**src/design/psom_pkg.sv**
```systemverilog
// Shared constants for the pin six output source multiplexer.
package psom_pkg;

  // Register indexes; the byte address on APB is four times the index.
  localparam logic [7:0]  CTL_IDX   = 8'h16;
  localparam logic [7:0]  STAT_IDX  = 8'h20;
  localparam logic [7:0]  PCFG_IDX  = 8'h21;
  localparam int unsigned ADDR_W    = 12;
  localparam logic [11:0] CTL_ADDR  = {2'b00, CTL_IDX, 2'b00};
  localparam logic [11:0] STAT_ADDR = {2'b00, STAT_IDX, 2'b00};
  localparam logic [11:0] PCFG_ADDR = {2'b00, PCFG_IDX, 2'b00};

  // Reset values.
  localparam logic [7:0]  CTL_RST   = 8'h00;
  localparam logic [7:0]  PCFG_RST  = 8'h0F;

  // Field positions of the control register.
  localparam int unsigned EN_BIT    = 0;
  localparam int unsigned VAL_BIT   = 1;
  localparam int unsigned SRC_LSB   = 2;
  localparam int unsigned SEL_LSB   = 5;
  localparam int unsigned CODE_W    = 3;

  // Field positions of the port configuration register.
  localparam int unsigned RXEN_LSB  = 0;
  localparam int unsigned TXMAP_LSB = 4;

  // Source codes.
  localparam logic [2:0]  SRC_RX3   = 3'h3;
  localparam logic [2:0]  SRC_DEV   = 3'h4;
  localparam logic [2:0]  SRC_RSV   = 3'h5;
  localparam logic [2:0]  SRC_TX0   = 3'h6;
  localparam logic [2:0]  SRC_TX1   = 3'h7;

  // Selector codes.
  localparam logic [2:0]  SEL_0     = 3'h0;
  localparam logic [2:0]  SEL_1     = 3'h1;
  localparam logic [2:0]  SEL_2     = 3'h2;
  localparam logic [2:0]  SEL_3     = 3'h3;
  localparam logic [2:0]  SEL_4     = 3'h4;
  localparam logic [2:0]  SEL_5     = 3'h5;
  localparam logic [2:0]  SEL_6     = 3'h6;
  localparam logic [2:0]  SEL_7     = 3'h7;

  // Bus slave states.
  typedef enum logic [1:0] {
    ST_IDLE = 2'b01,
    ST_ACC  = 2'b10
  } psom_state_e;

endpackage

```
**src/design/psom_top.sv**
```systemverilog
// Pin six output source multiplexer with its APB control registers and pin driver.
//
// Implementation choice: the APB register port.
`timescale 1ns/100ps
module psom_top
  import psom_pkg::*;
#(
  parameter int unsigned NRX = 4,
  parameter int unsigned NTX = 2,
  parameter int unsigned NGP = 4
) (
  input  wire logic               mclk,
  input  wire logic               nrst,
  input  wire logic               psel,
  input  wire logic               penable,
  input  wire logic               pwrite,
  input  wire logic [ADDR_W-1:0]  paddr,
  input  wire logic [31:0]        pwdata,
  input  wire logic [3:0]         pstrb,
  output logic      [31:0]        prdata,
  output logic                    pready,
  output logic                    pslverr,
  input  wire logic [NRX*NGP-1:0] rx_remote_gpio,
  input  wire logic [NRX-1:0]     rx_lock,
  input  wire logic [NRX-1:0]     rx_pass,
  input  wire logic [NRX-1:0]     rx_fv,
  input  wire logic [NRX-1:0]     rx_lv,
  input  wire logic               sync_generator_pulse,
  input  wire logic [NTX-1:0]     tx_fv,
  input  wire logic [NTX-1:0]     tx_lv,
  input  wire logic [NTX-1:0]     tx_synced,
  output logic                    pin_out,
  output logic                    pin_oe
);

  // Reset release through two flip-flops; only the second copy feeds the design.
  logic rst_meta_ff;
  logic rst_n_ff;
  logic nxt_rst_meta;
  logic nxt_rst_n;

  always_comb begin
    nxt_rst_meta = 1'b1;
    nxt_rst_n    = rst_meta_ff;
  end

  always_ff @(posedge mclk or negedge nrst) begin
    if (!nrst) begin
      rst_meta_ff <= 1'b0;
      rst_n_ff    <= 1'b0;
    end else begin
      rst_meta_ff <= nxt_rst_meta;
      rst_n_ff    <= nxt_rst_n;
    end
  end

  // Remote inputs cross from the link recovery logic, so they are resynchronised.
  logic [NRX*NGP-1:0] remote_gpio_s;

  psom_sync #(
    .WIDTH    (NRX*NGP)
  ) u_sync (
    .mclk     (mclk),
    .rst_n    (rst_n_ff),
    .async_in (rx_remote_gpio),
    .sync_out (remote_gpio_s)
  );

  // Registers.
  logic [7:0] pin_six_output_control_ff;
  logic [7:0] port_config_ff;
  logic [7:0] nxt_ctl;
  logic [7:0] nxt_pcfg;

  logic [2:0] pin_signal_selector;
  logic [2:0] pin_source_selector;
  logic       pin_software_level;
  logic       pin_driver_enable;

  always_comb begin
    pin_signal_selector = pin_six_output_control_ff[SEL_LSB +: CODE_W];
    pin_source_selector = pin_six_output_control_ff[SRC_LSB +: CODE_W];
    pin_software_level  = pin_six_output_control_ff[VAL_BIT];
    pin_driver_enable   = pin_six_output_control_ff[EN_BIT];
  end

  logic dev_lock_or;
  logic dev_pass_and;
  logic [NTX-1:0] tx_pass_and;
  logic [NTX-1:0] tx_pass_or;

  psom_reduce #(
    .NRX          (NRX),
    .NTX          (NTX)
  ) u_reduce (
    .mclk         (mclk),
    .rst_n        (rst_n_ff),
    .rx_lock      (rx_lock),
    .rx_pass      (rx_pass),
    .rx_en        (port_config_ff[RXEN_LSB +: NRX]),
    .tx_map       (port_config_ff[TXMAP_LSB +: NRX]),
    .dev_lock_or  (dev_lock_or),
    .dev_pass_and (dev_pass_and),
    .tx_pass_and  (tx_pass_and),
    .tx_pass_or   (tx_pass_or)
  );

  // APB slave: one wait-free access phase, answers registered.
  psom_state_e state_ff;
  psom_state_e nxt_state;
  logic [31:0] nxt_prdata;
  logic        nxt_pready;
  logic        nxt_pslverr;
  logic        hit_ctl;
  logic        hit_stat;
  logic        hit_pcfg;
  logic        code_reserved;

  always_comb begin
    hit_ctl  = 1'b0;
    hit_stat = 1'b0;
    hit_pcfg = 1'b0;
    if (paddr == CTL_ADDR) begin
      hit_ctl = 1'b1;
    end else if (paddr == STAT_ADDR) begin
      hit_stat = 1'b1;
    end else if (paddr == PCFG_ADDR) begin
      hit_pcfg = 1'b1;
    end
  end

  always_comb begin
    nxt_state   = state_ff;
    nxt_prdata  = prdata;
    nxt_pready  = 1'b0;
    nxt_pslverr = pslverr;
    nxt_ctl     = pin_six_output_control_ff;
    nxt_pcfg    = port_config_ff;
    case (state_ff)
      ST_IDLE: begin
        if (psel && !penable) begin
          nxt_state   = ST_ACC;
          nxt_pready  = 1'b1;
          nxt_pslverr = !(hit_ctl || hit_stat || hit_pcfg);
          nxt_prdata  = 32'h0000_0000;
          if (!pwrite) begin
            if (hit_ctl) begin
              nxt_prdata = {24'h00_0000, pin_six_output_control_ff};
            end else if (hit_stat) begin
              nxt_prdata = {29'h0000_0000, code_reserved, pin_oe, pin_out};
            end else if (hit_pcfg) begin
              nxt_prdata = {24'h00_0000, port_config_ff};
            end
          end
        end
      end
      ST_ACC: begin
        nxt_state   = ST_IDLE;
        nxt_pslverr = 1'b0;
        // Writes land only on the completing edge; lane 0 carries all eight bits.
        if (psel && penable && pwrite && pstrb[0]) begin
          if (hit_ctl) begin
            nxt_ctl = pwdata[7:0];
          end else if (hit_pcfg) begin
            nxt_pcfg = pwdata[7:0];
          end
        end
      end
      default: begin
        nxt_state = ST_IDLE;
      end
    endcase
  end

  always_ff @(posedge mclk or negedge rst_n_ff) begin
    if (!rst_n_ff) begin
      state_ff                  <= ST_IDLE;
      prdata                    <= 32'h0000_0000;
      pready                    <= 1'b0;
      pslverr                   <= 1'b0;
      pin_six_output_control_ff <= CTL_RST;
      port_config_ff            <= PCFG_RST;
    end else begin
      state_ff                  <= nxt_state;
      prdata                    <= nxt_prdata;
      pready                    <= nxt_pready;
      pslverr                   <= nxt_pslverr;
      pin_six_output_control_ff <= nxt_ctl;
      port_config_ff            <= nxt_pcfg;
    end
  end

  // Source and selector decode.
  logic       nxt_pin_out;
  logic       nxt_pin_oe;
  logic [1:0] rx_idx;
  logic       tx_idx;
  logic [NGP-1:0] rx_gp;

  always_comb begin
    rx_idx        = pin_source_selector[1:0];
    tx_idx        = pin_source_selector[0];
    rx_gp         = remote_gpio_s[rx_idx*NGP +: NGP];
    nxt_pin_out   = 1'b0;
    code_reserved = 1'b0;
    if (pin_source_selector <= SRC_RX3) begin
      case (pin_signal_selector)
        SEL_0: nxt_pin_out = rx_gp[0];
        SEL_1: nxt_pin_out = rx_gp[1];
        SEL_2: nxt_pin_out = rx_gp[3];
        // The undefined code is taken as remote input 2, the one left over.
        SEL_3: nxt_pin_out = rx_gp[2];
        SEL_4: nxt_pin_out = rx_lock[rx_idx];
        SEL_5: nxt_pin_out = rx_pass[rx_idx];
        SEL_6: nxt_pin_out = rx_fv[rx_idx];
        default: nxt_pin_out = rx_lv[rx_idx];
      endcase
    end else if (pin_source_selector == SRC_DEV) begin
      case (pin_signal_selector)
        SEL_0: nxt_pin_out = pin_software_level;
        SEL_1: nxt_pin_out = dev_lock_or;
        SEL_2: nxt_pin_out = dev_pass_and;
        SEL_3: nxt_pin_out = dev_pass_and;
        SEL_4: nxt_pin_out = sync_generator_pulse;
        default: code_reserved = 1'b1;
      endcase
    end else if (pin_source_selector == SRC_RSV) begin
      code_reserved = 1'b1;
    end else begin
      case (pin_signal_selector)
        SEL_0: nxt_pin_out = tx_pass_and[tx_idx];
        SEL_1: nxt_pin_out = tx_pass_or[tx_idx];
        SEL_2: nxt_pin_out = tx_fv[tx_idx];
        SEL_3: nxt_pin_out = tx_lv[tx_idx];
        SEL_4: nxt_pin_out = tx_synced[tx_idx];
        default: code_reserved = 1'b1;
      endcase
    end
    // A released pin also drives its data low, so no stale level leaks out.
    nxt_pin_oe = pin_driver_enable;
    if (!pin_driver_enable) begin
      nxt_pin_out = 1'b0;
    end
  end

  always_ff @(posedge mclk or negedge rst_n_ff) begin
    if (!rst_n_ff) begin
      pin_out <= 1'b0;
      pin_oe  <= 1'b0;
    end else begin
      pin_out <= nxt_pin_out;
      pin_oe  <= nxt_pin_oe;
    end
  end

endmodule

```
**src/design/psom_sync.sv**
```systemverilog
// Two flip-flop synchroniser bank for inputs arriving from outside the clock domain.
`timescale 1ns/100ps
module psom_sync #(
  parameter int unsigned WIDTH = 16
) (
  input  wire logic             mclk,
  input  wire logic             rst_n,
  input  wire logic [WIDTH-1:0] async_in,
  output logic      [WIDTH-1:0] sync_out
);

  logic [WIDTH-1:0] meta_ff;
  logic [WIDTH-1:0] nxt_meta;
  logic [WIDTH-1:0] nxt_sync;

  always_comb begin
    nxt_meta = async_in;
    nxt_sync = meta_ff;
  end

  always_ff @(posedge mclk or negedge rst_n) begin
    if (!rst_n) begin
      meta_ff  <= '0;
      sync_out <= '0;
    end else begin
      meta_ff  <= nxt_meta;
      sync_out <= nxt_sync;
    end
  end

endmodule

```
**src/design/psom_reduce.sv**
```systemverilog
// Registered reductions over enabled receive ports: lock and pass device wide, pass only per transmitter.
`timescale 1ns/100ps
module psom_reduce #(
  parameter int unsigned NRX = 4,
  parameter int unsigned NTX = 2
) (
  input  wire logic           mclk,
  input  wire logic           rst_n,
  input  wire logic [NRX-1:0] rx_lock,
  input  wire logic [NRX-1:0] rx_pass,
  input  wire logic [NRX-1:0] rx_en,
  input  wire logic [NRX-1:0] tx_map,
  output logic                dev_lock_or,
  output logic                dev_pass_and,
  output logic      [NTX-1:0] tx_pass_and,
  output logic      [NTX-1:0] tx_pass_or
);

  logic           nxt_dev_lock_or;
  logic           nxt_dev_pass_and;
  logic [NTX-1:0] nxt_tx_pass_and;
  logic [NTX-1:0] nxt_tx_pass_or;

  // An AND over an empty set reads low so that a disabled hub never claims a pass.
  always_comb begin
    nxt_dev_lock_or  = |(rx_lock & rx_en);
    nxt_dev_pass_and = (|rx_en) && ((rx_pass | ~rx_en) == '1);
  end

  for (genvar t = 0; t < NTX; t++) begin : g_tx
    logic [NRX-1:0] member;
    always_comb begin
      for (int i = 0; i < NRX; i++) begin
        member[i] = rx_en[i] && (tx_map[i] == (t[0] == 1'b1));
      end
      nxt_tx_pass_and[t] = (|member) && ((rx_pass | ~member) == '1);
      nxt_tx_pass_or[t]  = |(rx_pass & member);
    end
  end

  always_ff @(posedge mclk or negedge rst_n) begin
    if (!rst_n) begin
      dev_lock_or  <= 1'b0;
      dev_pass_and <= 1'b0;
      tx_pass_and  <= '0;
      tx_pass_or   <= '0;
    end else begin
      dev_lock_or  <= nxt_dev_lock_or;
      dev_pass_and <= nxt_dev_pass_and;
      tx_pass_and  <= nxt_tx_pass_and;
      tx_pass_or   <= nxt_tx_pass_or;
    end
  end

endmodule

```
**config.mk**
```make
export PLATFORM = sky130hd
export DESIGN_NAME = psom_top
export DESIGN_NICKNAME = d
export VERILOG_FILES = /design/src/design/psom_pkg.sv /design/src/design/psom_top.sv /design/src/design/psom_sync.sv /design/src/design/psom_reduce.sv
export SDC_FILE = /design/constraint.sdc
export NUM_CORES = 1
export LEC_CHECK = 0
export ABC_CLOCK_PERIOD_IN_PS = 2330
export BUFFER_PORTS_ARGS = -buffer_cell sky130_fd_sc_hd__buf_2
export CAP_MARGIN = 30
export CELL_PAD_IN_SITES_DETAIL_PLACEMENT = 0
export CELL_PAD_IN_SITES_GLOBAL_PLACEMENT = 1
export CORE_MARGIN = 3
export CORE_UTILIZATION = 37
export CTS_CLUSTER_DIAMETER = 120
export CTS_CLUSTER_SIZE = 14
export DETAILED_ROUTE_END_ITERATION = 16
export PLACE_DENSITY = 0.87
export SETUP_SLACK_MARGIN = 0.3
export SLEW_MARGIN = 20
export SYNTH_ARGS = -nofsm -noshare
export SYNTH_HDL_FRONTEND = slang
export SYNTH_SLANG_ARGS = --single-unit
```
**constraint.sdc**
```tcl
create_clock -name mclk -period 2.33 [get_ports mclk]
set_input_delay 0 -clock mclk [delete_from_list [all_inputs] [get_ports mclk]]
set_output_delay 0 -clock mclk [all_outputs]
set_load 0.05 [all_outputs]
```
# [Yosys cells after proc, flatten, opt, wreduce, memory -nomap -nowiden]
# Index checks and enable logic that the tools add are counted.
[op_classes] div_mod_pow=0 n_addsub=0 n_lt_le_gt_ge=3 muxes=45 n_reduce_logical=33 bitwise=14 eq_ne=17 n_mul=0 shift=1
[op_table] operator="$mux 8" n=4
[op_table] operator="$mux 1" n=31
[op_table] operator="$eq 12x8->1 const B" n=2
[op_table] operator="$reduce_or 4->1" n=6
[op_table] operator="$shiftx 16x5->4" n=1
[op_table] operator="$eq 3x3->1 const B" n=5
[op_table] operator="$logic_and 1x1->1" n=15
[op_table] operator="$and 4x4->4" n=3
[op_table] operator="$eq 12x7->1 const B" n=1
[op_table] operator="$eq 4x4->1 const B" n=3
[op_table] operator="$not 4->4" n=3
[op_table] operator="$or 4x4->4" n=3
[op_table] operator="$bmux 1 s2" n=4
[op_table] operator="$pmux 1 s7" n=1
[op_table] operator="$eq 3x2->1 const B" n=2
[op_table] operator="$not 1->1" n=5
[op_table] operator="$pmux 1 s5" n=1
[op_table] operator="$reduce_or 5->1" n=1
[op_table] operator="$mux 2" n=2
[op_table] operator="$pmux 1 s4" n=1
[op_table] operator="$reduce_and 2->1" n=2
[op_table] operator="$reduce_and 4->1" n=1
[op_table] operator="$eq 3x1->1 const B" n=1
[op_table] operator="$le 3x2->1 const B" n=1
[op_table] operator="other kinds (12)" n=14
[word_totals] latchBits=0 inputBits=92 memories=0 mem_bits_rw=0 mem_bits_ro=0 output_inout_bits=36 reg_bits=94

# [Depth between registers and ports, before layout]
[depth] word_depth=9 depth_mapped=6 ltp_nobuf=6

# [Hierarchy]
# From an unflattened synthesis, not the netlist that was laid out.
[unflattened] cells_unflattened=250 area_unflattened_um2=3200.6
[modules_own_cells] module="psom_top" area_per_inst_um2=2015.7 seq_area_each_um2=807.0 cells_per_inst=176 n_inst=1
[modules_own_cells] module="psom_sync" area_per_inst_um2=800.8 seq_area_each_um2=800.8 cells_per_inst=32 n_inst=1
[modules_own_cells] module="psom_reduce" area_per_inst_um2=384.1 seq_area_each_um2=150.1 cells_per_inst=42 n_inst=1

# [Least setup slack after synthesis]
# OpenSTA, ideal clock, no wires.
[synth_path] path_kind="flip-flop to flip-flop" startpoint="register pin_six_output_control_ff[2]" endpoint="register pin_out" t_required_ps=2208 path_buffers=2 stages_incl_launch_ff=7 arrival_time_ps=1710 setup_ps=122 slack_ps=499 cell_sequence="dfrtp_1 > buf_2 > buf_2 > mux4_2 > a22oi_1 > nand4_1 > a32o_1"
[synth_via] elab_chain_len=7
[synth_rtl] element="start, declared" line="psom_top.sv:70" rtl="logic [7:0] pin_six_output_control_ff;"
[synth_rtl] element="start signal, assigned" line="psom_top.sv:188" rtl="pin_six_output_control_ff <= nxt_ctl;"
[synth_rtl] element="branches (longest 5 deep; another with $shiftx 16x5->4)"
[synth_rtl] element="$mux 1 *" line="psom_top.sv:206" rtl="if (pin_source_selector <= SRC_RX3) begin"
[synth_rtl] element="$mux 1 *" line="psom_top.sv:241" rtl="if (!pin_driver_enable) begin"
[synth_rtl] element="named net nxt_pin_out" line="psom_top.sv:194" rtl="logic nxt_pin_out;"
[synth_rtl] element="end signal, assigned" line="psom_top.sv:251" rtl="pin_out <= nxt_pin_out;"
[synth_rtl] element="end, declared" line="psom_top.sv:32" rtl="output logic pin_out,"
# Mark *: on every way through the listed nets, which the timed path passes. The select of a mux whose other input is x is not followed.
# A chain may end at the register's enable or synchronous reset.

# [Worst setup path in the final report]
[layout_path] startpoint="register port_config_ff[2]" endpoint="register u_reduce.dev_lock_or"
[layout_via] elab_chain_len=2
[layout_rtl] element="start, declared" line="psom_top.sv:71" rtl="logic [7:0] port_config_ff;"
[layout_rtl] element="start signal, assigned" line="psom_top.sv:189" rtl="port_config_ff <= nxt_pcfg;"
[layout_rtl] element="$and 4x4->4" line="psom_reduce.sv:26" rtl="nxt_dev_lock_or = |(rx_lock & rx_en);"
[layout_rtl] element="$reduce_or 4->1" line="psom_reduce.sv:26"
[layout_rtl] element="named net u_reduce.nxt_dev_lock_or" line="psom_reduce.sv:19" rtl="logic nxt_dev_lock_or;"
[layout_rtl] element="end signal, assigned" line="psom_reduce.sv:48" rtl="dev_lock_or <= nxt_dev_lock_or;"
[layout_rtl] element="end, declared" line="psom_reduce.sv:13" rtl="output logic dev_lock_or,"
# The timed path passes the listed nets, and every way through them passes these cells.

==> summary.md <==
| Metric | Value |
|---|---|
| Outcome | complete, no violations |
| Setup TNS | 0 ns |
| Gr usage total | 15.5% |
| Max stage delay on crit path | 0.61 ns |
| Net count, final | 448 |
| RSZ-0062 raised after global routing | false |
| Cell Pwr Density | 596 nW/um^2 |
| Setup CP Type | flop to flop |
| Num CTS Buffers | 9 |
| Initial antenna violation count | 0 |
| Sink Count | 70 |
| Synth async-reset ratio | 100% |
| HP Class | input port to flop |
| EDFF count, synth | 0 |
| Antenna cells | 0 |
| Worst EP arrival | 2.19 ns |
| Post-synthesis sequential area ratio | 56.7% |
| Port Buffer Count | 76 |
| Skew final | 0.00713 ns |
| Synthesized cell area | 3100 sq um |
| Max Clk Rate | 525 MHz |
| Largest net degree at the start of global routing | 37 |
| CP Buf/Inv Count | 2 |
| Post-synthesis register bit count | 70 |
| Final Routed Wirelength | 7260 um |
| Root Buffer | clkbuf_8 |
| Final Setup Violations | 0 |
| Crit path max-delay family | buffers and inverters |
| Critical Path RT | 2.62 ns |
| Hold WS | 0.0193 ns |
| Pre-Repair DR Iteration Count | 5 |
| Crit-path slowest cell | dfstp_2 |
| Vias per Instance | 5.00 |
| Wire length per cell | 15.7 um |
| Global-route wire length before repair | 11,600 um |
| Maximum vdd drop | 0.000415 V |
| FP Rows | 32 |
| Max clock buf depth | 2 |
| Area grow syn2layout | 30.9% |
| Mean post-synth cell area | 12.9 sq um |
| Final Hold Viols | 0 |
| Final min period | 1.90 ns |
| Largest area contributor in the netlist | dfrtp_1 |
| Vias | 2,313 |
| Congestion Overflow GR | 0 |
| Reg clk slew, reported paths | 0.08 ns |
| Most frequent CP cell | dlygate4sd3_1 |
| Part of the cycle the worst path needs | 81.7% |
| Vias in the first global route | 2,411 |
| Post-route ant nets | 0 |
| Number of I/O pins | 128 |
| Dpl hpwl | 5150 um |
| Final GP Congestion | 0.848 |
| Die area | 9520 sq um |
| CORE AREA | 7930 sq um |
| DR iter-0 viols | 111 |
| Crit-path max FO | 7 |
| Tightest Pin Transition | 0.893 ns |
| Final Max Slew Viols | 0 |
| Leak | 1.91 nW |
| CTS tree | built |
| Netlist cell types | 43 |
| Mapped Cells | 240 |
| Critical path startpoint category | flop |
| Post-synth top area share | 52.4% |
| R2R cell count | 4 |
| Worst Hold Path Cells | 3 |
| YS warnings | 0 |
| H-tree Lvls | 3 |
| Dominant synthesized flop cell | dfrtp_1 |
| Remaining DRCs | 0 |
| MaxCap Viol Count | 0 |
| Slew Limit Headroom | 39.6% |
| Clock Latency Late Sink | 0.35 ns |
| Die width | 97.6 um |
| Fraction of layout cells with a size suffix above 1 | 37.4% |
| Starting density of the core | 39.1% |
| Chip Height | 97.6 um |
| Fillers | 718 |
| CP Cell Sequence | a22oi_1 -> dlygate4sd3_1 -> nand2_1 -> dlygate4sd3_1 |
| Crit path depth | 4 |
| Dominant cells by area after synthesis | dfrtp_1, mux4_2, mux2_2 |
| Worst setup EP type | flop |
worst min-delay path, stage by stage:
cell,delay (ns)
buf_2,0.09
nand4b_1,0.09
buf_4,0.18
timing repair:
item	4_1_cts	5_1_grt
hold buffers	34	0
setup buffers	0	0
endpoints found under the setup margin	0	1
hold endpoints to repair	38	0
gates resized for setup	0	1
synth_stat cells, drive strengths merged (3+ instances only):
library cell and n:
a21oi 3, a22oi 13, buf 27, clkbuf 4
dfrtp 65, dfstp 5, inv 12, mux2 18
mux4 10, nand2 14, nand2b 5, nand3 4
nand4 4, nor2 7, o21ai 12, o221ai 3
o22ai 3
cell families after synthesis:
group | Yosys count | share of synthesized area, %
multiplexers | 28 | 13.8
other | 2 | 0.242
flip-flops | 70 | 56.7
buffers and inverters | 43 | 8.19
AND/OR/NAND/NOR | 50 | 10.3
AO/OA/AOI/OAI | 47 | 10.8
per-layer routing:
layer / up-vias / GRT usage (%) / routed length [um]
met2: 91 / 25.7 / 3700
li1: 1059 / - / -
met5: - / 0 / 0
met3: 18 / 5.24 / 453
met4: 0 / 7.24 / 180
met1: 1145 / 18.1 / 2920
final timing paths:
path                                        start              endpoint  slack [ns]
worst max register to register  port_config_ff[2]  u_reduce.dev_lock_or        0.43
min in group asynchronous                rst_n_ff    u_sync.meta_ff[12]        0.32
max in group asynchronous                rst_n_ff     port_config_ff[0]        1.31
worst max-delay path            port_config_ff[2]  u_reduce.dev_lock_or        0.43
worst min register to register           rst_n_ff    u_sync.meta_ff[12]        0.32
worst min-delay path                         psel           state_ff[0]        0.02
layout make-up:
cell class	count	area [sq um]	area share, %
Sequential cell	70	1760	43.3
Clock inverter	6	46.3	1.14
Multi-Input combinational cell	150	1180	29.0
Inverter	12	45.0	1.11
Timing Repair Buffer	113	768	18.9
Clock buffer	10	138	3.39
Tap cell	102	128	3.14
where the power goes:
group / internal [mW] / switching, mW
clock network: 0.420 / 0.470
logic: 0.0976 / 0.164
registers: 1.25 / 0.0206
total: 1.77 / 0.655
sequential cells by signal, summed over array words and instances (netlist names), 2 cells and up:
name	cells
u_reduce.tx_pass_or	2
u_reduce.tx_pass_and	2
state_ff	2
port_config_ff	8
pin_six_output_control_ff	8
prdata	8
u_sync.sync_out	16
u_sync.meta_ff	16
layout by cell type (no fill, tap or decap), drive strengths merged, types with 2 or more instances in the layout:
cell type | netlist | layout
buf | 27 | 79
dfrtp | 65 | 65
dlygate4sd3 | 0 | 34
conb | 2 | 25
mux2 | 18 | 18
nand2 | 14 | 14
a22oi | 13 | 13
inv | 12 | 13
o21ai | 12 | 12
mux4 | 10 | 10
clkbuf | 4 | 10
nor2 | 7 | 7
nand2b | 5 | 5
dfstp | 5 | 5
nand4 | 4 | 4
nand3 | 4 | 4
o22ai | 3 | 3
o221ai | 3 | 3
a21oi | 3 | 3
clkinv | 0 | 3
nor3 | 2 | 2
o22a | 2 | 2
nor2b | 2 | 2
nand3b | 2 | 2
o211ai | 2 | 2
a32o | 2 | 2
a22o | 2 | 2
clkinvlp | 0 | 2
nor4 | 2 | 2
nor4b | 2 | 2
metrics by stage:
| stage | area, sq um | setup WS, ns | utilization, % | power, mW | std cells |
|---|---|---|---|---|---|
| finish | 4060 | 0.426 | 51.2 | 2.42 | 463 |
| global route | 4060 | 0.347 | 51.2 | 2.53 | 463 |
| CTS | 4060 | 0.341 | 51.2 | 2.44 | 463 |
| detailed placement | 3540 | 0.360 | 44.6 | 1.52 | 413 |
| global placement | 3540 | 0.438 | 44.6 | 1.51 | 413 |
| floorplan | 3190 | 0.499 | - | 1.46 | 263 |
Power figures use the tool's default switching activity.
